## config.mk

```make
export PLATFORM = sky130hd
export DESIGN_NAME = config_mode_serial_port
export DESIGN_NICKNAME = d
export VERILOG_FILES = /design/src/verilog/config_serial_pkg.sv /design/src/verilog/serial_link_if.sv /design/src/verilog/config_mode_serial_port.sv /design/src/verilog/pulse_frame_rx.sv /design/src/verilog/manchester_tx.sv
export SDC_FILE = /design/constraint.sdc
export NUM_CORES = 1
export LEC_CHECK = 0
export BUFFER_PORTS_ARGS = -buffer_cell sky130_fd_sc_hd__buf_2
export CAP_MARGIN = 30
export CORE_MARGIN = 2
export CORE_UTILIZATION = 24
export CTS_CLUSTER_DIAMETER = 50
export DETAILED_ROUTE_END_ITERATION = 8
export GPL_TIMING_DRIVEN = 0
export HOLD_SLACK_MARGIN = 0.1
export PLACE_DENSITY_LB_ADDON = 0.15
export SLEW_MARGIN = 20
export SYNTH_ARGS = -nofsm -noshare
export SYNTH_HDL_FRONTEND = slang
export SYNTH_SLANG_ARGS = --single-unit
```

## constraint.sdc

```tcl
create_clock -name hclk -period 8.4 [get_ports hclk]
set_input_delay 0.84 -clock hclk [delete_from_list [all_inputs] [get_ports hclk]]
set_output_delay 0.84 -clock hclk [all_outputs]
set_load 0.1 [all_outputs]
```

## src/verilog/config_serial_pkg.sv

```systemverilog
// Purpose: shared constants for the configuration-mode serial port
// Assumes: 50 MHz core clock
// Notes:   times in ns or us, cycle counts derived below
package config_serial_pkg;
    localparam int CLK_NS        = 20;
    // ****************************************
    // link timing
    // ****************************************
    localparam int PULSE_MIN_NS  = 20;
    localparam int PULSE_THR_NS  = 80;
    localparam int PULSE_MAX_NS  = 150;
    localparam int GAP_NS        = 1000;
    localparam int TX_HALF_NS    = 1000;
    localparam int PHASE1_US     = 1000;
    localparam logic [7:0] PULSE_MIN_CYC =
        8'((PULSE_MIN_NS + CLK_NS - 1) / CLK_NS);
    localparam logic [7:0] PULSE_THR_CYC =
        8'((PULSE_THR_NS + CLK_NS - 1) / CLK_NS);
    localparam logic [7:0] PULSE_MAX_CYC = 8'(PULSE_MAX_NS / CLK_NS);
    localparam logic [7:0] GAP_CYC = 8'((GAP_NS + CLK_NS - 1) / CLK_NS);
    localparam logic [7:0] TX_HALF_CYC   = 8'(TX_HALF_NS / CLK_NS);
    localparam int PHASE1_CYC    = PHASE1_US * 1000 / CLK_NS;
    // ****************************************
    // frames
    // ****************************************
    localparam logic [15:0] ENTRY_KEY = 16'h5a5a;
    localparam logic [4:0]  KEY_LEN   = 5'h10;
    localparam logic [4:0]  CMD_LEN   = 5'h0e;
    localparam logic [4:0]  TX_BITS   = 5'h12;
    localparam logic [1:0]  START_LSB_FIRST = 2'h1;
    localparam logic [2:0]  SV_OK     = 3'h5;
    localparam logic [2:0]  SV_ERR    = 3'h6;
    localparam logic [3:0]  EXIT_ADDR = 4'ha;
    localparam logic [7:0]  EXIT_DATA = 8'h80;
    localparam logic [3:0]  THIRD_REG = 4'h2;
    localparam int LOCK_BIT  = 7;
    localparam int CHAIN_OUTPUT_ENABLE_BIT  = 4;
    // ****************************************
    // bus registers
    // ****************************************
    localparam logic [7:0] OFS_CTRL   = 8'h00;
    localparam logic [7:0] OFS_STATUS = 8'h04;
    localparam logic [7:0] OFS_SEL    = 8'h08;
    localparam logic [7:0] OFS_DATA   = 8'h0c;
    localparam int ST_CFG_BIT   = 0;
    localparam int ST_PH1_BIT   = 1;
    localparam int ST_PAR_BIT   = 2;
    localparam int ST_FRM_BIT   = 3;

    function automatic logic [15:0] build_reply(logic [2:0] sv,
        logic [3:0] addr, logic [7:0] data);
        build_reply = {^{addr, data, sv}, addr, data, sv};
    endfunction
endpackage

```

## src/verilog/serial_link_if.sv

```systemverilog
// Purpose: carries frames between the port core and its link halves
// Assumes: one clock domain
// Notes:   none
`timescale 1ns/100ps
interface serial_link_if;
    logic        frame_valid;
    logic [15:0] frame_bits;
    logic [4:0]  frame_len;
    logic        framing_err;
    logic        pulse_seen;
    logic        tx_load;
    logic [15:0] tx_payload;
    logic        tx_busy;
    modport rx_end (output frame_valid, frame_bits, frame_len,
                    output framing_err, pulse_seen);
    modport tx_end (input tx_load, tx_payload, output tx_busy);
    modport core   (input frame_valid, frame_bits, frame_len,
                    input framing_err, pulse_seen, tx_busy,
                    output tx_load, tx_payload);
endinterface

```

## src/verilog/config_mode_serial_port.sv

```systemverilog
// Purpose: configuration-mode serial port, key entry and command replies
// Assumes: bus_pulse_in is asynchronous, AHB-Lite register slave
// Notes:   zero-wait bus, responses always OKAY
//
// The AHB-Lite slave port and the register addresses were decided locally.
`timescale 1ns/100ps
module config_mode_serial_port
    import config_serial_pkg::*;
#(
    parameter int PHASE1_CYCLES = PHASE1_CYC
) (
    // clock and reset
    input  wire logic        hclk,
    input  wire logic        hresetn,
    // ahb-lite slave
    input  wire logic        hsel,
    input  wire logic [31:0] haddr,
    input  wire logic [1:0]  htrans,
    input  wire logic        hwrite,
    input  wire logic [2:0]  hsize,
    input  wire logic [31:0] hwdata,
    input  wire logic        hready,
    output logic      [31:0] hrdata,
    output logic             hreadyout,
    output logic             hresp,
    // link
    input  wire logic        bus_pulse_in,
    output logic             tx_current_out,
    // device control
    output logic             chain_output_enable,
    output logic             sync_pulse,
    output logic             autozero_force_off,
    output logic             config_mode,
    output logic             restart_pulse
);
    typedef enum logic [3:0] {
        ST_PHASE1 = 4'b0001,
        ST_CONFIG = 4'b0010,
        ST_EXIT   = 4'b0100,
        ST_NORMAL = 4'b1000
    } mode_t;

    // ****************************************
    // link halves
    // ****************************************
    serial_link_if lnk ();

    pulse_frame_rx #(.MAX_LEN(16)) u_rx (
        .hclk    (hclk),
        .hresetn (hresetn),
        .pulse_in(bus_pulse_in),
        .lnk     (lnk.rx_end)
    );

    manchester_tx u_tx (
        .hclk    (hclk),
        .hresetn (hresetn),
        .lnk     (lnk.tx_end),
        .tx_line (tx_current_out)
    );

    // ****************************************
    // state
    // ****************************************
    mode_t       state, next_state;
    logic [31:0] timer, next_timer;
    logic [7:0]  cfg_mem [16];
    logic        mem_we;
    logic        sync_mode, next_sync_mode;
    logic [3:0]  sel, next_sel;
    logic        par_err, next_par_err, frm_err, next_frm_err;
    logic        wr_pend, next_wr_pend;
    logic [7:0]  wr_addr, next_wr_addr;
    logic [31:0] next_hrdata;
    logic        next_sync_pulse, next_restart;
    logic        par_ev;

    logic        c_rw, par_ok, is_key, is_cmd, is_exit, lock;
    logic [3:0]  c_addr;
    logic [7:0]  c_data, readback;
    logic        addr_phase, clr_wr;

    assign c_rw    = lnk.frame_bits[0];
    assign c_addr  = lnk.frame_bits[4:1];
    assign c_data  = lnk.frame_bits[12:5];
    assign par_ok  = ~^lnk.frame_bits[13:0];
    assign is_key  = lnk.frame_valid && lnk.frame_len == KEY_LEN &&
                     lnk.frame_bits == ENTRY_KEY;
    assign is_cmd  = lnk.frame_valid && lnk.frame_len == CMD_LEN;
    assign is_exit = !c_rw && c_addr == EXIT_ADDR && c_data == EXIT_DATA;
    assign lock    = cfg_mem[THIRD_REG][LOCK_BIT];
    assign readback = (c_rw || lock || is_exit) ?
                      (is_exit ? c_data : cfg_mem[c_addr]) : c_data;

    assign chain_output_enable = cfg_mem[THIRD_REG][CHAIN_OUTPUT_ENABLE_BIT];
    assign config_mode        = state == ST_CONFIG || state == ST_EXIT;
    assign autozero_force_off = config_mode;

    // ****************************************
    // mode sequencer
    // ****************************************
    always_comb begin
        next_state     = state;
        next_timer     = timer;
        next_restart   = 1'b0;
        next_sync_pulse = 1'b0;
        lnk.tx_load    = 1'b0;
        lnk.tx_payload = 16'h0000;
        mem_we         = 1'b0;
        par_ev         = 1'b0;
        unique case (state)
            ST_PHASE1: begin
                next_timer = timer + 32'h1;
                if (is_key) begin
                    next_state = ST_CONFIG;
                    lnk.tx_load = 1'b1;
                    lnk.tx_payload = build_reply(SV_OK, THIRD_REG,
                        cfg_mem[THIRD_REG]);
                end else if (timer == 32'(PHASE1_CYCLES - 1)) begin
                    next_state = ST_NORMAL;
                end
            end
            ST_CONFIG: begin
                if (is_cmd && !lnk.tx_busy) begin
                    lnk.tx_load = 1'b1;
                    if (!par_ok) begin
                        par_ev = 1'b1;
                        lnk.tx_payload = build_reply(SV_ERR, 4'h0,
                            8'h00);
                    end else begin
                        mem_we = !c_rw && !lock && !is_exit;
                        lnk.tx_payload = build_reply(SV_OK, c_addr,
                            readback);
                        if (is_exit)
                            next_state = ST_EXIT;
                    end
                end
            end
            ST_EXIT: begin
                if (!lnk.tx_busy) begin
                    next_state = ST_PHASE1;
                    next_timer = 32'h0;
                    next_restart = 1'b1;
                end
            end
            ST_NORMAL: begin
                next_sync_pulse = lnk.pulse_seen && sync_mode;
            end
        endcase
    end

    always_ff @(posedge hclk or negedge hresetn) begin
        if (!hresetn) begin
            state <= ST_PHASE1;
            timer <= 32'h0;
            sync_pulse <= 1'b0;
            restart_pulse <= 1'b0;
        end else begin
            state <= next_state;
            timer <= next_timer;
            sync_pulse <= next_sync_pulse;
            restart_pulse <= next_restart;
        end
    end

    always_ff @(posedge hclk or negedge hresetn) begin
        if (!hresetn) begin
            for (int i = 0; i < 16; i++)
                cfg_mem[i] <= 8'h00;
        end else if (mem_we) begin
            cfg_mem[c_addr] <= c_data;
        end
    end

    // ****************************************
    // ahb-lite register slave
    // ****************************************
    assign hreadyout  = 1'b1;
    assign hresp      = 1'b0;
    assign addr_phase = hsel && htrans[1] && hready;
    assign clr_wr     = wr_pend && wr_addr == OFS_STATUS;

    always_comb begin
        next_wr_pend   = addr_phase && hwrite;
        next_wr_addr   = haddr[7:0];
        next_sync_mode = sync_mode;
        next_sel       = sel;
        next_hrdata    = hrdata;
        if (wr_pend && wr_addr == OFS_CTRL)
            next_sync_mode = hwdata[0];
        if (wr_pend && wr_addr == OFS_SEL)
            next_sel = hwdata[3:0];
        next_par_err = (par_err && !(clr_wr && hwdata[ST_PAR_BIT])) ||
                       par_ev;
        next_frm_err = (frm_err && !(clr_wr && hwdata[ST_FRM_BIT])) ||
                       lnk.framing_err;
        if (addr_phase && !hwrite) begin
            next_hrdata = 32'h0;
            case (haddr[7:0])
                OFS_CTRL:   next_hrdata[0] = sync_mode;
                OFS_STATUS: begin
                    next_hrdata[ST_CFG_BIT] = config_mode;
                    next_hrdata[ST_PH1_BIT] = state == ST_PHASE1;
                    next_hrdata[ST_PAR_BIT] = par_err;
                    next_hrdata[ST_FRM_BIT] = frm_err;
                end
                OFS_SEL:    next_hrdata[3:0] = sel;
                OFS_DATA:   next_hrdata[7:0] = cfg_mem[sel];
                default:    next_hrdata = 32'h0;
            endcase
        end
    end

    always_ff @(posedge hclk or negedge hresetn) begin
        if (!hresetn) begin
            wr_pend <= 1'b0;
            wr_addr <= 8'h00;
            sync_mode <= 1'b0;
            sel <= 4'h0;
            par_err <= 1'b0;
            frm_err <= 1'b0;
            hrdata <= 32'h0;
        end else begin
            wr_pend <= next_wr_pend;
            wr_addr <= next_wr_addr;
            sync_mode <= next_sync_mode;
            sel <= next_sel;
            par_err <= next_par_err;
            frm_err <= next_frm_err;
            hrdata <= next_hrdata;
        end
    end

    // ****************************************
    // checks
    // ****************************************
    localparam int EXIT_WAIT_MAX = 2 * int'(TX_BITS) * int'(TX_HALF_CYC) + 8;

    logic [11:0] exit_cnt, next_exit_cnt;

    // cycles spent waiting for the exit reply to drain
    always_comb begin
        next_exit_cnt = 12'h000;
        if (state == ST_EXIT && exit_cnt != 12'hfff)
            next_exit_cnt = exit_cnt + 12'h001;
    end

    always_ff @(posedge hclk or negedge hresetn) begin
        if (!hresetn)
            exit_cnt <= 12'h000;
        else
            exit_cnt <= next_exit_cnt;
    end
endmodule

```

## src/verilog/pulse_frame_rx.sv

```systemverilog
// Purpose: pulse-duration decoder for the supply-pin command link
// Assumes: pulse_in is the bus_positive_pin over bus_negative_pin level
// Notes:   a frame ends after an idle gap
`timescale 1ns/100ps
module pulse_frame_rx
    import config_serial_pkg::*;
#(
    parameter int MAX_LEN = 16
) (
    // clock and reset
    input wire logic hclk,
    input wire logic hresetn,
    // link
    input wire logic pulse_in,
    serial_link_if.rx_end lnk
);
    logic       s1, s2, lvl;
    logic [7:0] high_cnt, next_high_cnt, gap_cnt, next_gap_cnt;
    logic [15:0] bits, next_bits;
    logic [4:0] len, next_len;
    logic       bad, next_bad, next_valid, next_ferr, next_seen;

    always_comb begin
        next_high_cnt = high_cnt;
        next_gap_cnt  = gap_cnt;
        next_bits     = bits;
        next_len      = len;
        next_bad      = bad;
        next_valid    = 1'b0;
        next_ferr     = 1'b0;
        next_seen     = 1'b0;
        if (s2) begin
            next_gap_cnt = 8'h00;
            if (high_cnt != 8'hff)
                next_high_cnt = high_cnt + 8'h01;
        end else if (lvl) begin
            next_high_cnt = 8'h00;
            if (high_cnt < PULSE_MIN_CYC || high_cnt > PULSE_MAX_CYC ||
                len >= 5'(MAX_LEN)) begin
                next_bad = 1'b1;
            end else begin
                next_bits[len[3:0]] = (high_cnt >= PULSE_THR_CYC);
                next_len  = len + 5'h01;
                next_seen = 1'b1;
            end
        end else if (len != 5'h00 || bad) begin
            next_gap_cnt = gap_cnt + 8'h01;
            if (gap_cnt == GAP_CYC - 8'h01) begin
                next_valid   = ~bad;
                next_ferr    = bad;
                next_bits    = 16'h0000;
                next_len     = 5'h00;
                next_bad     = 1'b0;
                next_gap_cnt = 8'h00;
            end
        end
    end

    always_ff @(posedge hclk or negedge hresetn) begin
        if (!hresetn) begin
            s1 <= 1'b0;
            s2 <= 1'b0;
            lvl <= 1'b0;
            high_cnt <= 8'h00;
            gap_cnt <= 8'h00;
            bits <= 16'h0000;
            len <= 5'h00;
            bad <= 1'b0;
            lnk.frame_valid <= 1'b0;
            lnk.framing_err <= 1'b0;
            lnk.pulse_seen <= 1'b0;
            lnk.frame_bits <= 16'h0000;
            lnk.frame_len <= 5'h00;
        end else begin
            s1 <= pulse_in;
            s2 <= s1;
            lvl <= s2;
            high_cnt <= next_high_cnt;
            gap_cnt <= next_gap_cnt;
            bits <= next_bits;
            len <= next_len;
            bad <= next_bad;
            lnk.frame_valid <= next_valid;
            lnk.framing_err <= next_ferr;
            lnk.pulse_seen <= next_seen;
            if (next_valid) begin
                lnk.frame_bits <= bits;
                lnk.frame_len <= len;
            end
        end
    end
endmodule

```

## src/verilog/manchester_tx.sv

```systemverilog
// Purpose: Manchester-1 current-mode reply sender
// Assumes: load only while not busy
// Notes:   a one is sent low then high, idle level is low
`timescale 1ns/100ps
module manchester_tx
    import config_serial_pkg::*;
(
    // clock and reset
    input wire logic hclk,
    input wire logic hresetn,
    // link
    serial_link_if.tx_end lnk,
    output logic tx_line
);
    logic [17:0] sh, next_sh;
    logic [4:0]  left, next_left;
    logic [7:0]  cnt, next_cnt;
    logic        half, next_half, busy, next_busy, next_line;

    assign lnk.tx_busy = busy;

    always_comb begin
        next_sh = sh;
        next_left = left;
        next_cnt = cnt;
        next_half = half;
        next_busy = busy;
        next_line = tx_line;
        if (!busy) begin
            if (lnk.tx_load) begin
                next_sh   = {lnk.tx_payload, START_LSB_FIRST};
                next_left = TX_BITS;
                next_cnt  = 8'h00;
                next_half = 1'b0;
                next_busy = 1'b1;
                next_line = ~START_LSB_FIRST[0];
            end
        end else if (cnt == TX_HALF_CYC - 8'h01) begin
            next_cnt = 8'h00;
            if (!half) begin
                next_half = 1'b1;
                next_line = sh[0];
            end else begin
                next_half = 1'b0;
                next_sh   = {1'b0, sh[17:1]};
                next_left = left - 5'h01;
                next_busy = (left != 5'h01);
                next_line = (left != 5'h01) & ~sh[1];
            end
        end else begin
            next_cnt = cnt + 8'h01;
        end
    end

    always_ff @(posedge hclk or negedge hresetn) begin
        if (!hresetn) begin
            sh <= 18'h00000;
            left <= 5'h00;
            cnt <= 8'h00;
            half <= 1'b0;
            busy <= 1'b0;
            tx_line <= 1'b0;
        end else begin
            sh <= next_sh;
            left <= next_left;
            cnt <= next_cnt;
            half <= next_half;
            busy <= next_busy;
            tx_line <= next_line;
        end
    end
endmodule

```

Word level (Yosys, flattened, before mapping)
Cells that the tools add are included.
- register bits: 289
- word-level logic and storage cells: 249
- output and inout port bits: 40
- bits of input ports: 75
- eq/ne operators: 30
- reductions and logical operators: 58
- bitwise operators: 6
- order comparisons: 9
- mux-type cells: 94
- add/subtract/negate cells: 6
- operator list (kind ; count):
    two-way mux 8 bit ; 17
    bitwise mux 128 bit ; 1
    two-way mux 16 bit ; 7
    two-way mux 18 bit ; 4
    binary-select mux 8 bit (select 4 bit) ; 2
    case mux 32 bit (2 select lines) ; 1
    two-way mux 5 bit ; 8
    two-way mux 1 bit ; 38
    adder 32 x 1 -> 32 bit (second input constant) ; 1
    demux 8 bit (select 4 bit) ; 1
    equality test 32 x 16 -> 1 bit (second input constant) ; 1
    two-way mux 32 bit ; 1
    case mux 16 bit (2 select lines) ; 1
    XOR reduction 15 bit ; 2
    two-way mux 4 bit ; 7
    adder 8 x 1 -> 8 bit (second input constant) ; 3
    equality test 8 x 4 -> 1 bit (second input constant) ; 3
    logical AND 1 bit ; 22
    bitwise mux 16 bit ; 1
    equality test 16 x 15 -> 1 bit (second input constant) ; 1
    equality test 8 x 3 -> 1 bit (second input constant) ; 2
    equality test 8 x 6 -> 1 bit (second input constant) ; 2
    logical NOT 8 bit ; 2
    greater-or-equal comparator 5 bit (second input constant) ; 3
    other kinds (38) ; 72

Logic depth before layout (Yosys ltp)
- word-level depth: 12
- gate-level depth with buffers: 12
- mapped depth without buffers: 10

Hierarchy
A second synthesis with hierarchy kept.
- cells, all modules: 1337
- area total of the unflattened synthesis: 15569.9 µm²
- by module, submodules not included (module ; sequential area each (µm²) ; instances ; area an instance (µm²) ; cells each):
    config_mode_serial_port ; 4755.8 ; 1 ; 10633.9 ; 861
    pulse_frame_rx ; 1626.6 ; 1 ; 3290.7 ; 303
    manchester_tx ; 850.8 ; 1 ; 1645.3 ; 173

Least setup slack after synthesis
OpenSTA, ideal clock, no wires.
- path kind: flip-flop to output port
- from: reg state[1]
- to: out config_mode
- cell stages (with the launch flop): 5
- path buffers: 2
- arrival: 3423 ps
- required time: 7560 ps
- path slack: 4137 ps
- cell sequence: dfrtp_1 > buf_4 > xnor2_1 > nor3_1 > buf_4
- longest elaborated chain between the ends: 2
- elaborated cells on any way between the ends: 3
- classes of those cells: eq/ne: 2; reduce/logical: 1
- RTL lines (what ; RTL line ; RTL):
    start, declared ; config_mode_serial_port.sv:65 ; mode_t state, next_state;
    start signal, assigned ; config_mode_serial_port.sv:159 ; state <= next_state;
    equality test 4 x 2 -> 1 bit / equality test 4 x 3 -> 1 bit (equally long branches) ; config_mode_serial_port.sv:96 ; assign config_mode = state == ST_CONFIG || state == ST_EXIT;
    logical OR 1 bit * ; config_mode_serial_port.sv:96 ;
    end, declared ; config_mode_serial_port.sv:33 ; output logic config_mode,
Every way passes the cells marked *; elsewhere a longest branch is shown, timed or not.

Worst setup path after layout
- from: reg u_rx.lnk.frame_bits[8]
- to: reg cfg_mem[85] in the netlist's numbering
- longest elaborated chain between the ends: 7
- elaborated cells on any way between the ends: 8
- classes of those cells: eq/ne: 1; mux: 3; reduce/logical: 4
- RTL lines (what ; RTL line ; RTL):
    start, declared ; serial_link_if.sv:14 ; modport rx_end (output frame_valid, frame_bits, frame_len,
    start signal, assigned ; pulse_frame_rx.sv:87 ; lnk.frame_bits <= bits;
    equality test 8 bit ; config_mode_serial_port.sv:90 ; assign is_exit = !c_rw && c_addr == EXIT_ADDR && c_data == EXIT_DATA;
    logical AND 1 bit ; config_mode_serial_port.sv:90 ;
    logical NOT 1 bit ; config_mode_serial_port.sv:131 ; mem_we = !c_rw && !lock && !is_exit;
    logical AND 1 bit ; config_mode_serial_port.sv:131 ;
    two-way mux 1 bit * ; config_mode_serial_port.sv:126 ; if (!par_ok) begin
    two-way mux 1 bit * ; config_mode_serial_port.sv:124 ; if (is_cmd && !lnk.tx_busy) begin
    two-way mux 1 bit * ; config_mode_serial_port.sv:111 ; unique case (state)
    end signal, assigned by index ; config_mode_serial_port.sv:171 ; cfg_mem[c_addr] <= c_data;
    end, declared ; config_mode_serial_port.sv:67 ; logic [7:0] cfg_mem [16];
Marks and branches as above.
A chain may end at the register's enable or synchronous reset.

==> flow_summary.yaml <==
power_and_ir_drop:
  swShare_pct: 24.80
  worst_ir_drop_vdd_mv: 0.1154
  p_comb_share_pct: 6.7
  powerDensity_nw_per_um2: 199.7
  power.switching_uw: 902.8
  internal-power_mw: 2.738
  seqPwrFrac_pct: 39.7
  p_leak_nw: 7.977
  clkPwrFrac_pct: 53.5
global_routing:
  grt-ovfl-total: 0
  grt_usage_pct: 14.23
  grt_pass1_wl_um: 71100
  grt_max_degree: 90
  antenna_found_initial: 2
  grt_pass1_vias: 11034
timing:
  max_slew_margin_pct: 30.85
  setup_viol: 0
  clock.fmax_mhz: 248.5
  fin_worst_skew_ns: 0.02134
  finalCritPeriodShare_pct: 47.90
  min_period_ns: 4.024
  setup_tns_ns: 0
  rsz0062_at_grt: "no"
  drv_slew: 0
  hold_viol: 0
  worstMarginPinSlew_ns: 1.036
logic_synthesis:
  yosys_warnings: 0
  synth_area_sq_um: 15200
  synth_seq_cells: 289
  seq_area_frac_synth_pct: 47.59
  yosysMostFrequentCell: "dfrtp_1"
  synth_top_area_share_pct: 47.42
  synth_ff_type: "dfrtp_1"
  synth_edf_count: 0
  synth_top_cell_by_area: "dfrtp_1"
  yosys.cell_types.count: 76
  async_reset_ff_share_pct: 100.0
  synthTopCellsByArea: "dfrtp_1 47%, mux2_2 11%, mux4_2 7.7%, o21ai_0 2.9%, nor2_1 2.4%"
  syn_inst: 1299
  synth.avg_cell_area_sq_um: 11.70
  synthTopCellsByCount: "288 x dfrtp_1, 147 x mux2_2, 96 x nor2_1"
worst_hold_path:
  min_path_type: "primary input to async pin"
run:
  maxCapViolCount: 0
floorplanning:
  start_util_pct: 24.18
  core_sq_um: 62850
  rows: 92
  die-area_sq_um: 65350
  die_y_um: 255.6
  ios: 115
  die-width_um: 255.6
cells_and_area:
  final_util_pct: 29.01
  regArea_sq_um: 7233
  nFillCells: 6501
  drive_gt1_share_pct: 27.50
  area_growth_syn_to_layout_pct: 19.96
  final_nets: 1503
  multi_input_area_sq_um: 7406
cts:
  cts_buffer_depth: 3
  cts_setup_buffers: 0
  numCtsBuffers: 42
  cts_resized: 0
  cts_max_level: 2
  cts_hold_buf: 0
  path_clk_slew_ns: 0.06
  clockRootBuffer: "clkbuf_16"
  cts_tree: "yes"
  cts_num_sinks: 289
  clkLatencyLatePin_ns: 0.56
routing:
  avgRoutedWirePerCell_um: 20.10
  num_vias: 10689
  routed_wl_um: 45960
  drc: 0
  via_per_inst: 4.674
  ant_nets: 0
  drt_iter0_drc: 584
  firstDrtPassIters: 5
setup_path:
  regToRegSetupSlack_ns: 4.38
  crit_slowest_cell: "nor2_2"
  critPathBufInv: 2
  crit_arrival_ns: 4.46
  endpoint: "cfg_mem[85]"
  regToRegStartpoint: "u_rx.lnk.frame_bits[8]"
  path_class: "flop to flop"
  startpoint: "u_rx.lnk.frame_bits[8]"
  reg2reg_depth: 11
  endpoint_kind: "flop"
  crit_chain: "clkbuf_1 -> inv_1 -> ha_1 -> xor2_1 -> xnor2_1 -> xnor2_1 -> and2_2 -> nand4_1 -> nand2b_1 -> nor2_2 -> mux2_2"
  cp_common_cell: "xnor2_1"
  path_depth: 11
  timing.rr.end: "cfg_mem[85]"
  crit_path_max_incr_delay_ns: 0.83
  cp.required_ns: 8.83
  path_delay_family: "simple AND/OR/NAND/NOR gates"
  cp_max_fo: 9
  cp-start-kind: "flop"
placed_design:
  port_buffers: 32
  dp_hpwl_um: 31930
  place_congestion: 0.7780
status:
  outcome: "finished, final reports clean"
-- layout by cell type, fill, tap and decap left out, drive strengths merged, types with 8 or more instances in the layout --
master,count
nor3,19
mux2,147
a22oi,12
a21boi,15
nor4,9
o31ai,10
conb,26
o21ai,91
and3,10
a22o,9
ha,20
nor4b,9
dfrtp,288
clkinv,12
nor2,106
mux2i,31
or3,8
buf,94
nor2b,14
clkbuf,97
nand4,18
mux4,61
nand2b,15
xor2,29
a21oi,32
nand2,86
nand3,32
inv,31
xnor2,23
-- power groups by stage --
stage / combinational (mW) / sequential (mW) / clock (mW)
6_report: 0.245 / 1.45 / 1.95
5_1_grt: 0.272 / 1.45 / 2.07
4_1_cts: 0.247 / 1.45 / 2.00
3_5_place_dp: 0.246 / 1.47 / 0
3_3_place_gp: 0.240 / 1.47 / 0
2_1_floorplan: 0.159 / 1.46 / 0
-- sequential cells by signal (all words and copies together), names as in the netlist, 4 cells and up --
name	cells
cfg_mem	127
hrdata	8
sel	4
state	4
timer	32
u_rx.bits	16
u_rx.gap_cnt	8
u_rx.high_cnt	8
u_rx.len	5
u_rx.lnk.frame_bits	16
u_rx.lnk.frame_len	5
u_tx.cnt	8
u_tx.left	5
u_tx.sh	18
wr_addr	8
-- cells by family (layout without fill, tap and decap cells) --
family                     Yosys count  count (layout)  synth area share (%)
muxes                              239             239                 22.19
xor gates and xnor gates            54              54                 3.301
buffers and inverters              126             243                 4.273
DFF                                289             289                 47.59
adders and majority gates           20              20                 1.646
AOI/OAI and AO/OA                  211             211                 8.825
and+or+nand+nor                    358             358                 12.12
other                                2              27               0.04941
-- metrics by stage --
step	hold WS (ns)	instance area, sq um	setup slack (ns)	instances	total power [mW]
CTS	0.1826	18180	4.311	2282	3.692
global placement	0.3399	16510	0.5219	2201	1.710
finish	0.1765	18230	4.376	2287	3.641
detailed placement	0.3355	16620	4.329	2206	1.716
floorplan	0.3312	15290	4.137	1323	1.619
global route	0.1968	18230	4.218	2286	3.787
-- area by class of cell --
class | instances | area share, %
clock buffer | 53 | 6.725
buffer | 97 | 2.965
clock inverter | 23 | 1.805
sequential | 289 | 39.67
multi-input combinational | 908 | 40.62
tap | 846 | 5.806
timing repair buffer | 41 | 1.798
antenna | 1 | 0.01372
inverter | 29 | 0.5970
-- layer usage --
layer / share of wire, % / track usage, % / vias up
met4: 2.8 / 4.825 / 0
met5: 0 / 0 / -
li1: - / - / 4916
met1: 46 / 19.20 / 5495
met3: 4.2 / 3.070 / 79
met2: 47 / 22.58 / 199
-- worst min path at each step --
| stage | slack, ns | start | endpoint | cells past startpoint |
|---|---|---|---|---|
| floorplan | 0.33 | u_rx.s1 | u_rx.s2 | 0 |
| global placement | 0.34 | u_rx.s1 | u_rx.s2 | 0 |
| detailed placement | 0.34 | u_rx.s1 | u_rx.s2 | 0 |
| CTS | 0.18 | hresetn | wr_addr[5] | 1 |
| global route | 0.20 | hresetn | wr_addr[5] | 1 |
| finish | 0.18 | hresetn | wr_addr[5] | 1 |
Power figures use the tool's default switching activity.
